--- src/rtl/smh_pkg.sv ---
// Purpose: shared constants and types for the host access control block
// Assumes: classic Wishbone slave, 32-bit data, byte addresses
// Notes:   register words sit at word-aligned offsets from the block base
package smh_pkg;

	// Register byte offsets (printed 0xF900 is a multiple of 4, 0xF902 is not)
	localparam logic [23:0] IDX_CTRL_STATUS = 24'h00F900;
	localparam logic [23:0] IDX_TOP_SIZE    = 24'h00F902;
	localparam logic [7:0]  ADDR_CTRL_STATUS = 8'h00;
	localparam logic [7:0]  ADDR_TOP_SIZE    = 8'h08;
	localparam logic [7:0]  ADDR_IRQ_STATUS  = 8'h10;
	localparam logic [7:0]  ADDR_IRQ_MASK    = 8'h14;
	localparam logic [7:0]  ADDR_FAULT_INFO  = 8'h18;

	// Control/status field positions
	localparam int BIT_RD_FAULT  = 0;
	localparam int BIT_WR_FAULT  = 1;
	localparam int BIT_FAULT_IE  = 2;
	localparam int BIT_RESP_LO   = 3;
	localparam int BIT_PERMIT    = 5;
	localparam int BIT_SEM_FLAG  = 6;
	localparam int BIT_SEM_IE    = 7;

	// Reset values
	localparam logic [7:0] RST_CTRL_STATUS = 8'h00;
	localparam logic [4:0] RST_SIZE_FIELD  = 5'h02;
	localparam logic [4:0] RST_SIZE_FORCED = 5'h00;
	localparam logic [2:0] RST_IRQ_MASK    = 3'h0;

	// Interrupt status bit positions
	localparam int EV_RD_FAULT = 0;
	localparam int EV_WR_FAULT = 1;
	localparam int EV_SEM      = 2;

	// Fault response modes
	typedef enum logic [1:0] {
		SMH_RESP_LONG_WAIT = 2'b00,
		SMH_RESP_READ_ZERO = 2'b01,
		SMH_RESP_ERR_SYNC  = 2'b10,
		SMH_RESP_RESERVED  = 2'b11
	} smh_resp_t;

	// Host access request from the bridge
	typedef struct packed {
		logic        valid;
		logic        write;
		logic [20:0] addr;
		logic        blk_rd_prot;
		logic        blk_wr_prot;
		logic        sem_write;
	} smh_host_req_t;

	// Verdict returned to the bridge
	typedef struct packed {
		logic fault;
		logic long_wait;
		logic read_zero;
		logic err_sync;
		logic drop_write;
	} smh_host_rsp_t;

endpackage

--- src/rtl/smh_fault_check.sv ---
// Purpose: classify one host access as allowed or faulting
// Assumes: protection inputs already resolved per block by the caller
// Notes:   purely combinational, reserved area is at or above the top
`timescale 1ns/1ps
module smh_fault_check #(
	parameter int AW = 21
) (
	req,
	top_addr,
	rd_fault,
	wr_fault
);
	input  wire smh_pkg::smh_host_req_t req;
	input  wire logic [AW-1:0]          top_addr;
	output      logic                   rd_fault;
	output      logic                   wr_fault;

	logic out_of_range;

	// Address past the main block is reserved core space
	assign out_of_range = (req.addr >= top_addr);
	assign rd_fault = req.valid & ~req.write
		& (req.blk_rd_prot | out_of_range);
	// Writes fault on the read-protect bit as well as the write-protect bit
	assign wr_fault = req.valid & req.write
		& (req.blk_rd_prot | req.blk_wr_prot | out_of_range);
endmodule

--- src/rtl/smh_host_access_ctrl.sv ---
// Purpose: core-side control/status for host shared memory access
// Assumes: classic Wishbone slave on mclk, single-cycle ack
// Notes:   fault verdicts are combinational toward the bridge
`timescale 1ns/1ps
module smh_host_access_ctrl #(
	parameter int          AW         = 21,
	parameter logic [4:0]  FLASH_SIZE = smh_pkg::RST_SIZE_FIELD
) (
	mclk,
	reset,
	power_up_reset,
	force_top_zero,
	development_environment,
	wb_cyc_i,
	wb_stb_i,
	wb_we_i,
	wb_adr_i,
	wb_sel_i,
	wb_dat_i,
	wb_dat_o,
	wb_ack_o,
	host_req,
	host_semaphore_bits,
	host_rsp,
	bridge_write_permit,
	main_block_top_address,
	core_override_reload,
	fault_irq,
	sem_irq,
	irq
);
	input  wire logic                   mclk;
	input  wire logic                   reset;
	input  wire logic                   power_up_reset;
	input  wire logic                   force_top_zero;
	input  wire logic                   development_environment;
	input  wire logic                   wb_cyc_i;
	input  wire logic                   wb_stb_i;
	input  wire logic                   wb_we_i;
	input  wire logic [7:0]             wb_adr_i;
	input  wire logic [3:0]             wb_sel_i;
	input  wire logic [31:0]            wb_dat_i;
	output      logic [31:0]            wb_dat_o;
	output      logic                   wb_ack_o;
	input  wire smh_pkg::smh_host_req_t host_req;
	input  wire logic [3:0]             host_semaphore_bits;
	output      smh_pkg::smh_host_rsp_t host_rsp;
	output      logic                   bridge_write_permit;
	output      logic [AW-1:0]          main_block_top_address;
	output      logic                   core_override_reload;
	output      logic                   fault_irq;
	output      logic                   sem_irq;
	output      logic                   irq;

	// Synchronised straps and environment level
	logic [1:0] force_sync_r;
	logic [1:0] dev_sync_r;
	logic       force_q;
	logic       dev_q;

	// Register state
	logic [7:0] ctrl_r;
	logic [7:0] ctrl_nxt;
	logic [4:0] size_r;
	logic [4:0] size_nxt;
	logic [2:0] ev_stat_r;
	logic [2:0] ev_stat_nxt;
	logic [2:0] ev_mask_r;
	logic [2:0] ev_mask_nxt;
	logic [20:0] fault_addr_r;
	logic [20:0] fault_addr_nxt;
	logic       ack_r;
	logic       ack_nxt;
	logic [31:0] rdata_r;
	logic [31:0] rdata_nxt;
	logic       reload_r;
	logic       reload_nxt;
	logic       por_done_r;

	// Decode helpers
	logic       bus_req;
	logic       bus_wr;
	logic       bus_rd;
	logic       rd_fault;
	logic       wr_fault;
	logic       sem_event;
	smh_pkg::smh_resp_t resp_mode;

	// Straps come from pins: two flops before use. No reset here, so the
	// strap is already settled when power-up reset lets go.
	always_ff @(posedge mclk) begin
		force_sync_r <= {force_sync_r[0], force_top_zero};
		dev_sync_r   <= {dev_sync_r[0], development_environment};
	end
	assign force_q = force_sync_r[1];
	assign dev_q   = dev_sync_r[1];

	// Classify the current host access
	smh_fault_check #(
		.AW(AW)
	) u_check (
		.req      (host_req),
		.top_addr (main_block_top_address),
		.rd_fault (rd_fault),
		.wr_fault (wr_fault)
	);

	assign sem_event = host_req.valid & host_req.write & host_req.sem_write;
	assign resp_mode = smh_pkg::smh_resp_t'(ctrl_r[smh_pkg::BIT_RESP_LO +: 2]);

	// Verdict to the bridge; reserved mode behaves as long wait, the safe
	// choice since it never hands data back
	always_comb begin
		host_rsp            = '0;
		host_rsp.fault      = rd_fault | wr_fault;
		host_rsp.drop_write = wr_fault;
		unique case (resp_mode)
			smh_pkg::SMH_RESP_LONG_WAIT: host_rsp.long_wait = rd_fault;
			smh_pkg::SMH_RESP_READ_ZERO: host_rsp.read_zero = rd_fault;
			smh_pkg::SMH_RESP_ERR_SYNC:  host_rsp.err_sync  = rd_fault | wr_fault;
			smh_pkg::SMH_RESP_RESERVED:  host_rsp.long_wait = rd_fault;
		endcase
	end

	// Top address is size in 64 KB units
	assign main_block_top_address =
		AW'({size_r, 16'h0000});

	// Write permit gate toward the bridge
	assign bridge_write_permit = ctrl_r[smh_pkg::BIT_PERMIT];

	// Level interrupts, no extra latching
	assign fault_irq = ctrl_r[smh_pkg::BIT_FAULT_IE]
		& (ctrl_r[smh_pkg::BIT_RD_FAULT] | ctrl_r[smh_pkg::BIT_WR_FAULT]);
	assign sem_irq = ctrl_r[smh_pkg::BIT_SEM_IE]
		& ctrl_r[smh_pkg::BIT_SEM_FLAG];
	assign irq = |(ev_stat_r & ev_mask_r);

	assign bus_req = wb_cyc_i & wb_stb_i & ~ack_r;
	assign bus_wr  = bus_req & wb_we_i & wb_sel_i[0];
	assign bus_rd  = bus_req & ~wb_we_i;
	assign core_override_reload = reload_r;

	// Next state of all registers except por_done_r and the strap flops, and the bus answer
	always_comb begin
		ctrl_nxt       = ctrl_r;
		size_nxt       = size_r;
		ev_stat_nxt    = ev_stat_r;
		ev_mask_nxt    = ev_mask_r;
		fault_addr_nxt = fault_addr_r;
		ack_nxt        = bus_req;
		rdata_nxt      = rdata_r;
		reload_nxt     = 1'b0;
		if (bus_wr) begin
			unique case (wb_adr_i)
				smh_pkg::ADDR_CTRL_STATUS: begin
					// Flags are write-one-to-clear
					ctrl_nxt[smh_pkg::BIT_RD_FAULT] = ctrl_r[smh_pkg::BIT_RD_FAULT]
						& ~wb_dat_i[smh_pkg::BIT_RD_FAULT];
					ctrl_nxt[smh_pkg::BIT_WR_FAULT] = ctrl_r[smh_pkg::BIT_WR_FAULT]
						& ~wb_dat_i[smh_pkg::BIT_WR_FAULT];
					ctrl_nxt[smh_pkg::BIT_SEM_FLAG] = ctrl_r[smh_pkg::BIT_SEM_FLAG]
						& ~wb_dat_i[smh_pkg::BIT_SEM_FLAG];
					ctrl_nxt[smh_pkg::BIT_FAULT_IE] = wb_dat_i[smh_pkg::BIT_FAULT_IE];
					ctrl_nxt[smh_pkg::BIT_RESP_LO +: 2] =
						wb_dat_i[smh_pkg::BIT_RESP_LO +: 2];
					// Firmware should check flash idle before setting this
					ctrl_nxt[smh_pkg::BIT_PERMIT] = wb_dat_i[smh_pkg::BIT_PERMIT];
					ctrl_nxt[smh_pkg::BIT_SEM_IE] = wb_dat_i[smh_pkg::BIT_SEM_IE];
				end
				smh_pkg::ADDR_TOP_SIZE: begin
					if (dev_q) begin
						size_nxt = wb_dat_i[4:0];
					end
				end
				smh_pkg::ADDR_IRQ_STATUS: begin
					ev_stat_nxt = ev_stat_r & ~wb_dat_i[2:0];
				end
				smh_pkg::ADDR_IRQ_MASK: begin
					ev_mask_nxt = wb_dat_i[2:0];
				end
				default: begin
				end
			endcase
		end
		// Hardware sets win over a same-cycle clear
		if (rd_fault) begin
			ctrl_nxt[smh_pkg::BIT_RD_FAULT] = 1'b1;
			ev_stat_nxt[smh_pkg::EV_RD_FAULT] = 1'b1;
			fault_addr_nxt = host_req.addr;
		end
		if (wr_fault) begin
			ctrl_nxt[smh_pkg::BIT_WR_FAULT] = 1'b1;
			ev_stat_nxt[smh_pkg::EV_WR_FAULT] = 1'b1;
			fault_addr_nxt = host_req.addr;
		end
		if (sem_event) begin
			ctrl_nxt[smh_pkg::BIT_SEM_FLAG] = 1'b1;
			ev_stat_nxt[smh_pkg::EV_SEM] = 1'b1;
		end
		if (size_nxt != size_r) begin
			reload_nxt = 1'b1;
		end
		// Forced strap clears the size after power-up; reload follows too
		if (!por_done_r && force_q
			&& (size_r != smh_pkg::RST_SIZE_FORCED)) begin
			reload_nxt = 1'b1;
		end
		if (bus_rd) begin
			unique case (wb_adr_i)
				smh_pkg::ADDR_CTRL_STATUS: rdata_nxt = {24'h000000, ctrl_r};
				smh_pkg::ADDR_TOP_SIZE:    rdata_nxt = {27'h0000000, size_r};
				smh_pkg::ADDR_IRQ_STATUS:  rdata_nxt = {29'h00000000, ev_stat_r};
				smh_pkg::ADDR_IRQ_MASK:    rdata_nxt = {29'h00000000, ev_mask_r};
				smh_pkg::ADDR_FAULT_INFO:  rdata_nxt = {11'h000, fault_addr_r};
				default:                   rdata_nxt = 32'h00000000;
			endcase
		end
	end

	// Registers reset by the ordinary reset; reload_r is set, the rest cleared
	always_ff @(posedge mclk or posedge reset) begin
		if (reset) begin
			ctrl_r       <= smh_pkg::RST_CTRL_STATUS;
			ev_stat_r    <= 3'h0;
			ev_mask_r    <= smh_pkg::RST_IRQ_MASK;
			fault_addr_r <= 21'h000000;
			ack_r        <= 1'b0;
			rdata_r      <= 32'h00000000;
			reload_r     <= 1'b1;
		end else begin
			ctrl_r       <= ctrl_nxt;
			ev_stat_r    <= ev_stat_nxt;
			ev_mask_r    <= ev_mask_nxt;
			fault_addr_r <= fault_addr_nxt;
			ack_r        <= ack_nxt;
			rdata_r      <= rdata_nxt;
			reload_r     <= reload_nxt;
		end
	end

	// Size survives ordinary reset; only power-up reloads it. The strap is
	// sampled one clock after power-up release, once synchronised.
	always_ff @(posedge mclk or posedge power_up_reset) begin
		if (power_up_reset) begin
			size_r     <= FLASH_SIZE;
			por_done_r <= 1'b0;
		end else begin
			por_done_r <= 1'b1;
			if (!por_done_r && force_q) begin
				size_r <= smh_pkg::RST_SIZE_FORCED;
			end else begin
				size_r <= size_nxt;
			end
		end
	end

	assign wb_ack_o = ack_r;
	assign wb_dat_o = rdata_r;
endmodule

--- config.mk ---
export PLATFORM = sky130hd
export DESIGN_NAME = smh_host_access_ctrl
export DESIGN_NICKNAME = d
export VERILOG_FILES = /design/src/rtl/smh_pkg.sv /design/src/rtl/smh_fault_check.sv /design/src/rtl/smh_host_access_ctrl.sv
export SDC_FILE = /design/constraint.sdc
export NUM_CORES = 1
export LEC_CHECK = 0
export CAP_MARGIN = 20
export CORE_ASPECT_RATIO = 0.75
export CORE_MARGIN = 4
export CORE_UTILIZATION = 68
export DETAILED_ROUTE_END_ITERATION = 10
export DONT_BUFFER_PORTS = 1
export PLACE_DENSITY = 0.93
export SYNTH_ARGS = -nofsm -noshare
export SYNTH_HDL_FRONTEND = slang
export SYNTH_HIERARCHICAL = 1
export SYNTH_SLANG_ARGS = --single-unit
--- constraint.sdc ---
create_clock -name mclk -period 5.3 [get_ports mclk]
set_input_delay 1.06 -clock mclk [delete_from_list [all_inputs] [get_ports mclk]]
set_output_delay 1.06 -clock mclk [all_outputs]
set_load 0.02 [all_outputs]
# Yosys cells after proc, flatten, opt, wreduce, memory -nomap -nowiden
# Cells that the tools add are included.
# totals
elab_cells	102
in_bits	82
reg_bits	79
output_inout_bits	64
# op_classes
n_bitwise	29
n_mux	22
eq_ne	8
magnitude_cmp	1
reduce_logical	26
# op_table
cell	n
21-bit one-hot mux with 5 select lines	1
21-bit 2-to-1 mux	2
8-bit by 5-bit equality test with 1-bit output, second input constant	3
21-bit greater-or-equal comparator	1
5-bit 2-to-1 mux	4
2-bit nonzero test	10
2-bit AND reduction	8
1-bit AND	15
7-bit 2-to-1 mux	2
1-bit 2-to-1 mux	11
8-bit by 4-bit equality test with 1-bit output, second input constant	1
8-bit zero test	1
3-bit AND	2
3-bit 2-to-1 mux	2
1-bit inverter	6
5-bit != test	1
1-bit OR	5
5-bit nonzero test	1
2-bit equality test, second input constant	2
3-bit inverter	1
3-bit OR reduction	1
2-bit by 1-bit equality test with 1-bit output, second input constant	1
1-bit logical AND	2
2-bit zero test	1
other kinds (2)	2

# Depth between registers and ports, before layout
# Gate-level depths: netlist (run 1).
# depth
word_depth	8
depth_mapped	10
mapped_depth_nobuf	9

# Modules after synthesis
# The synthesis (run 1) kept the hierarchy.
# modules_own_cells
module	area_per_inst_um2	cells_each	seq_area_each_um2	instances
smh_host_access_ctrl	3164.3	258	1684.1	1
smh_fault_check	549.3	74	0.0	1

# Worst setup path before layout (run 1)
# Ideal clock, no wire load.
# synth_timing
path_type	input to output
from	input port host_req[21] (netlist bit)
to	output port host_rsp[1] (netlist bit)
required_time_ps	4240
stages	8
slack_ps	1361
arrival_ps	2879
n_path_buf	1
cell_sequence	ha_1 a21o_1 a21o_1 a2111oi_4 a31oi_1 nor2_1 buf_2 nor2b_1
# synth_lines
item	line	rtl
start: declaration	smh_host_access_ctrl.sv:45	input wire smh_pkg::smh_host_req_t host_req;
end: declaration	smh_host_access_ctrl.sv:47	output smh_pkg::smh_host_rsp_t host_rsp;

==> reports/results.ini, run 1 <==
[cts]
cts_hold_buf=0
insertion_delay_ns=0.35
clock_path_buffers=2
htreeDepth=3
clkSinkCount=68
cts_buffers=9
postCtsSetupRepairBufs=0
clockRootBuffer=clkbuf_8
cts_tree=done
cts-resized-gates=0
cts.clk_slew.worst_paths_ns=0.07

[worst_setup_path]
crit_fanout=22
worst-path-buf-inv=2
crit_family=compound AO/OA/AOI/OAI gates
worst_path_max_delay_cell=a31oi_1
critical_path_arrival_ns=3.37
critPathRequiredTime_ns=4.24
cp_slowest_stage_delay_ns=0.76
worst_setup_path_start_kind=primary input
endpoint_kind=output pin
crit_top_cell=o21ai_0
critical_path.cell_chain=ha_1 > o21ai_0 > o21ai_0 > nor4b_1 > o31ai_1 > a31oi_1 > nor2_2 > buf_4 > inv_1
path_class=in -> out

[global_routing]
grt_pass1_wl_mm=12.90
first_global_vias=2516
grt_use_total=0.2592
antenna_found_initial=0
grt_max_degree=33
globalRouteOverflowTotal=0

[route]
post_drt_via_cell_ratio=5.765
drc=0
dr_total_vias=2473
drtAntennaViolNets=0
wl_per_cell_um=19.18
drt-initial-drc-count=179
routed_wirelength_mm=8.228
dr.pass1.iters=4

[yosys]
yosys.area.top_type=dfrtp_1
synthArstFlopShare=0.9412
syn_avg_cell_area_um2=11.19
seq_area_frac_synth=0.4535
synth_cells=332
synth_top_area_share=0.4178
yosysWarnings=6
synth_edf_count=0
synthTopCellsByArea=dfrtp_1 42%, mux2_2 8.8%, ha_1 7.7%
yosysUniqueCellTypes=51
synth-seq-cells=68
netlist_area_um2=3714
ys.flop_type=dfrtp_1

[cells_and_area]
final_nets=454
syn_to_final_growth_pct=7.278
mostFrequentLayoutCell=dfrtp_1
diodes=0
drive_gt1_frac=0.1808
final_cell_mix=62 x dfrtp_1, 44 x conb_1, 30 x inv_1

[sta]
period_needed_ns=4.427
setup_slack_ns=0.8729
slew_violations=0
hold_viol=0
finalSetupTns_ns=0
max_slew.worst_pin.slew_ns=0.9749
finalSetupViolCount=0
skew_ns=0.007898
slew_headroom=0.3471
period_share=0.8353
fmax_mhz=225.9
rsz0062_at_grt=no

[flow_run]
maxCapViolations=0

[placed_design]
gp_congestion=0.7796
dp_hpwl_mm=6.286
post-place-ws_ns=0.9249
portBuffers=0

[status]
status=complete, no violations

[floorplanning]
io_pins=146
start_util=0.6975
die_y_um=72
rows=23
core_area_um2=5324
dieWidth_um=93.33
dieArea_um2=6720

[power]
p_per_area_nw_per_um2=321.5
vdd_ir_drop_max_uv=320.5
p_leak_nw=1.852

[hold_path]
min_path_type=reg -> reg

[area by class of cell]
type                            instances  area (µm²)
Timing Repair Buffer                    3       22.52
Fill cell                             366        1340
Clock inverter                          6       135.1
Sequential cell                        68        1684
Multi-Input combinational cell        236        1794
Inverter                               31       116.4
Tap cell                               75       93.84
Clock buffer                           10       137.6
[stage by stage]
stage | power (mW) | area [µm²] | hold slack [ns] | utilization | cells
floorplan | 0.7040 | 3871 | 0.3096 | - | 374
global placement | 0.7044 | 3711 | 0.3139 | 0.6971 | 413
detailed placement | 0.7159 | 3711 | 0.3164 | 0.6971 | 413
CTS | 1.287 | 3984 | 0.3323 | 0.7483 | 429
global route | 1.329 | 3984 | 0.3380 | 0.7483 | 429
finish | 1.281 | 3984 | 0.3292 | 0.7483 | 429
[power breakdown]
group          switching (mW)  total [mW]  internal [mW]
combinational          0.0776       0.134         0.0562
clock                   0.200       0.573          0.373
sequential             0.0223       0.574          0.552
[worst register-to-register path: cells and delay by family, from the launching register on]
kind	cells	cell delay, ns
AO/OA/AOI/OAI	4	1.17
flip-flops	1	0.57
buffers and inverters	2	0.42
multiplexers	1	0.40
adder cells (fa/ha/maj)	1	0.30
AND/OR/NAND/NOR	1	0.26
[layer usage]
metal	GRT usage	share of wire	wire [µm]	up-vias
li1	-	-	-	1131
met1	0.3035	0.38	3159	1210
met2	0.4223	0.50	4114	109
met3	0.1171	0.090	740	23
met4	0.09756	0.026	213	0
met5	0	0	0	-
[sequential cells by signal (all words and copies together) (netlist names)]
signal	count
core_override_reload	1
force_sync_r	2
ctrl_r	8
wb_ack_o	1
ev_stat_r	3
size_r	5
wb_dat_o	21
por_done_r	1
dev_sync_r	2
fault_addr_r	21
ev_mask_r	3
[worst paths after layout]
kind | slack [ns] | from | end | depth (start not counted)
worst max-delay path | 0.87 | host_req[4] | host_rsp[4] | 9
worst min-delay path | 0.33 | dev_sync_r[0] | dev_sync_r[1] | 0
worst max register to register | 2.06 | size_r[2] | fault_addr_r[12] | 9
worst min register to register | 0.33 | dev_sync_r[0] | dev_sync_r[1] | 0
max in group asynchronous | 3.76 | reset | core_override_reload | 2
min in group asynchronous | 0.51 | power_up_reset | por_done_r | 1
[synthesized netlist by cell type, drive strengths merged (2+ instances only)]
master  number
dfrtp       62
buf         35
mux2        34
inv         31
ha          23
nand2       22
a22o        16
a21oi       13
o21ai        8
nor2         6
a21o         5
a22oi        5
a31oi        5
mux2i        5
nand3        5
nor3         5
and2         4
clkbuf       4
dfxtp        4
a221oi       3
nand4        3
xnor2        3
and3         2
and3b        2
conb         2
dfstp        2
nand2b       2
nand4b       2
nor4b        2
o21a         2
xor2         2
[kinds of logic after synthesis]
family                     Yosys count  synth area share
xor gates and xnor gates             5           0.01179
other                                2          0.002022
muxes                               39            0.1216
DFF                                 68            0.4535
buffers and inverters               70            0.1065
AOI/OAI and AO/OA                   63            0.1240
and+or+nand+nor                     62            0.1031
adders and majority gates           23           0.07749
Note: power is estimated with default switching activity, not from simulation.
==> inputs of run 2 (changes only) <==
--- a/config.mk
+++ b/config.mk
@@ -8,10 +8,10 @@
 export CAP_MARGIN = 20
 export CORE_ASPECT_RATIO = 0.75
 export CORE_MARGIN = 4
-export CORE_UTILIZATION = 68
+export CORE_UTILIZATION = 63
 export DETAILED_ROUTE_END_ITERATION = 10
 export DONT_BUFFER_PORTS = 1
-export PLACE_DENSITY = 0.93
+export PLACE_DENSITY = 0.88
 export SYNTH_ARGS = -nofsm -noshare
 export SYNTH_HDL_FRONTEND = slang
 export SYNTH_HIERARCHICAL = 1
==> constraint.sdc (replaced) <==
create_clock -name mclk -period 4.4 [get_ports mclk]
set_input_delay 0.88 -clock mclk [delete_from_list [all_inputs] [get_ports mclk]]
set_output_delay 0.88 -clock mclk [all_outputs]
set_load 0.02 [all_outputs]
==> run 2 against run 1 <==
Net effect: global-route usage down 3.0 points; sequential power increased by 20%; via count is 2.0% lower; clock power shrank 18%; hold slack barely moved; critical path depth unchanged; register-to-register slack got worse by 0.80 ns; flip-flop and latch count unchanged; combinational power grew 20%; first-iteration DRC count fell by 36%; routed wire length fell by 4.4%; setup slack got worse by 0.34 ns; critical endpoint is now host_rsp[1].
==> reports/results.ini, run 2 (same netlist as run 1, synthesis figures left out) <==
[status]
status=complete, no violations

[cells_and_area]
final_nets=458  ; +0.88%
fin_cells=433  ; +0.93%
final_cell_area_um2=3928  ; -1.4%
finalCoreUtilization=0.7108  ; -0.03747
syn_to_final_growth_pct=5.762
final_cell_mix=62 x dfrtp_1, 44 x conb_1, 30 x inv_1
mostFrequentLayoutCell=dfrtp_1
diodes=0  ; unchanged
drive_gt1_frac=0.1899  ; +0.009153

[placed_design]
placed_cells=417  ; +0.97%
place_area_um2=3741  ; +0.81%
gp_congestion=0.8071  ; +3.5%
dp_hpwl_mm=6.237  ; -0.78%
post-place-ws_ns=0.6722  ; -0.2527 ns
portBuffers=0  ; unchanged

[cts]
insertion_delay_ns=0.34  ; about the same
cts-resized-gates=0  ; unchanged
clkSinkCount=68  ; unchanged
clockRootBuffer=clkbuf_8
htreeDepth=3  ; unchanged
cts.clk_slew.worst_paths_ns=0.07  ; about the same
cts_buffers=9  ; unchanged
postCtsSetupRepairBufs=0  ; unchanged
cts_tree=done
clock_path_buffers=2  ; unchanged
cts_hold_buf=0  ; unchanged

[power]
vdd_ir_drop_max_uv=229.2  ; -28%
finalPower_mw=1.323  ; +3.3%
p_leak_nw=1.839  ; -0.66%
p_per_area_nw_per_um2=336.8  ; +4.8%

[worst_setup_path]
endpoint_kind=output pin
crit_fanout=8  ; -64%
worst_setup_path_start_kind=register
critical_path_arrival_ns=2.99  ; -0.38 ns
critPathRequiredTime_ns=3.52  ; -0.72 ns
path_class=reg -> out

[route]
drtAntennaViolNets=0  ; unchanged
dr.pass1.iters=4  ; unchanged
drt-initial-drc-count=114  ; -36%
drc=0  ; unchanged
wl_per_cell_um=18.16  ; -5.3%
dr_total_vias=2423  ; -2.0%
post_drt_via_cell_ratio=5.596  ; -2.9%
routed_wirelength_mm=7.863  ; -4.4%

[floorplanning]
dieArea_um2=7200  ; +7.1%
rows=23  ; unchanged
dieWidth_um=96.66  ; +3.6%
die_y_um=74.49  ; +3.5%
io_pins=146  ; unchanged
start_util=0.6721  ; -0.02543
core_area_um2=5525  ; +3.8%

[global_routing]
first_global_vias=2431  ; -3.4%
globalRouteOverflowTotal=0  ; unchanged
grt_pass1_wl_mm=12.58  ; -2.5%
grt_use_total=0.2287  ; -0.03045
grt_max_degree=32  ; -3.0%
antenna_found_initial=0  ; unchanged

[sta]
slew_violations=0  ; unchanged
skew_ns=0.006579  ; -0.001319 ns
period_needed_ns=3.865
holdWs_ns=0.3293  ; +0.0001070 ns
max_slew.worst_pin.slew_ns=0.6557  ; -0.3192 ns
setup_slack_ns=0.5347  ; -0.3383 ns
hold_viol=0  ; unchanged
fmax_mhz=258.7
rsz0062_at_grt=no
finalSetupViolCount=0  ; unchanged
period_share=0.8785
slew_headroom=0.5613  ; +0.2142
finalSetupTns_ns=0  ; unchanged

[flow_run]
maxCapViolations=0  ; unchanged

[hold_path]
min_path_type=reg -> reg

run 2: layer usage:
| metal | global-route usage | vias up | part of all wire |
|---|---|---|---|
| met1 | 0.2750 | 1169 | 0.42 |
| met3 | 0.08622 | 10 | 0.085 |
| met4 | 0.07788 | 0 | 0.016 |
| met5 | 0 | - | 0 |
| li1 | - | 1137 | - |
| met2 | 0.3876 | 107 | 0.48 |
run 2: worst paths after layout:
| kind | start | endpoint | slack [ns] | depth (start not counted) |
|---|---|---|---|---|
| max in group asynchronous | reset | core_override_reload | 3.08 | 2 |
| hold reg to reg | force_sync_r[0] | force_sync_r[1] | 0.33 | 0 |
| setup / recovery | size_r[2] | host_rsp[1] | 0.53 | 9 |
| hold / removal | force_sync_r[0] | force_sync_r[1] | 0.33 | 0 |
| setup reg to reg | size_r[2] | fault_addr_r[13] | 1.26 | 9 |
| min in group asynchronous | power_up_reset | size_r[3] | 0.34 | 1 |
run 2: worst max-delay path: stages (launching register included):
cell and delay (ns):
dfrtp_1 0.59, inv_1 0.08, ha_1 0.30, a21o_1 0.16
a21o_1 0.20, a2111oi_4 0.40, a21oi_1 0.27, nor2_2 0.38
nor2b_1 0.09, buf_4 0.17
run 2: where the power goes:
group	switching (mW)	internal (mW)	total (mW)	leakage [nW]
Clock	0.236	0.236	0.472	0.0957
Sequential	0.0251	0.665	0.690	0.838
Combinational	0.0915	0.0691	0.161	0.906
run 2: cell type report:
| cell class | instances | area (µm²) |
|---|---|---|
| Sequential cell | 68 | 1684 |
| Inverter | 31 | 116.4 |
| Clock buffer | 11 | 151.4 |
| Tap cell | 75 | 93.84 |
| Fill cell | 411 | 1598 |
| Timing Repair Buffer | 7 | 52.55 |
| Clock inverter | 5 | 35.03 |
| Multi-Input combinational cell | 236 | 1794 |
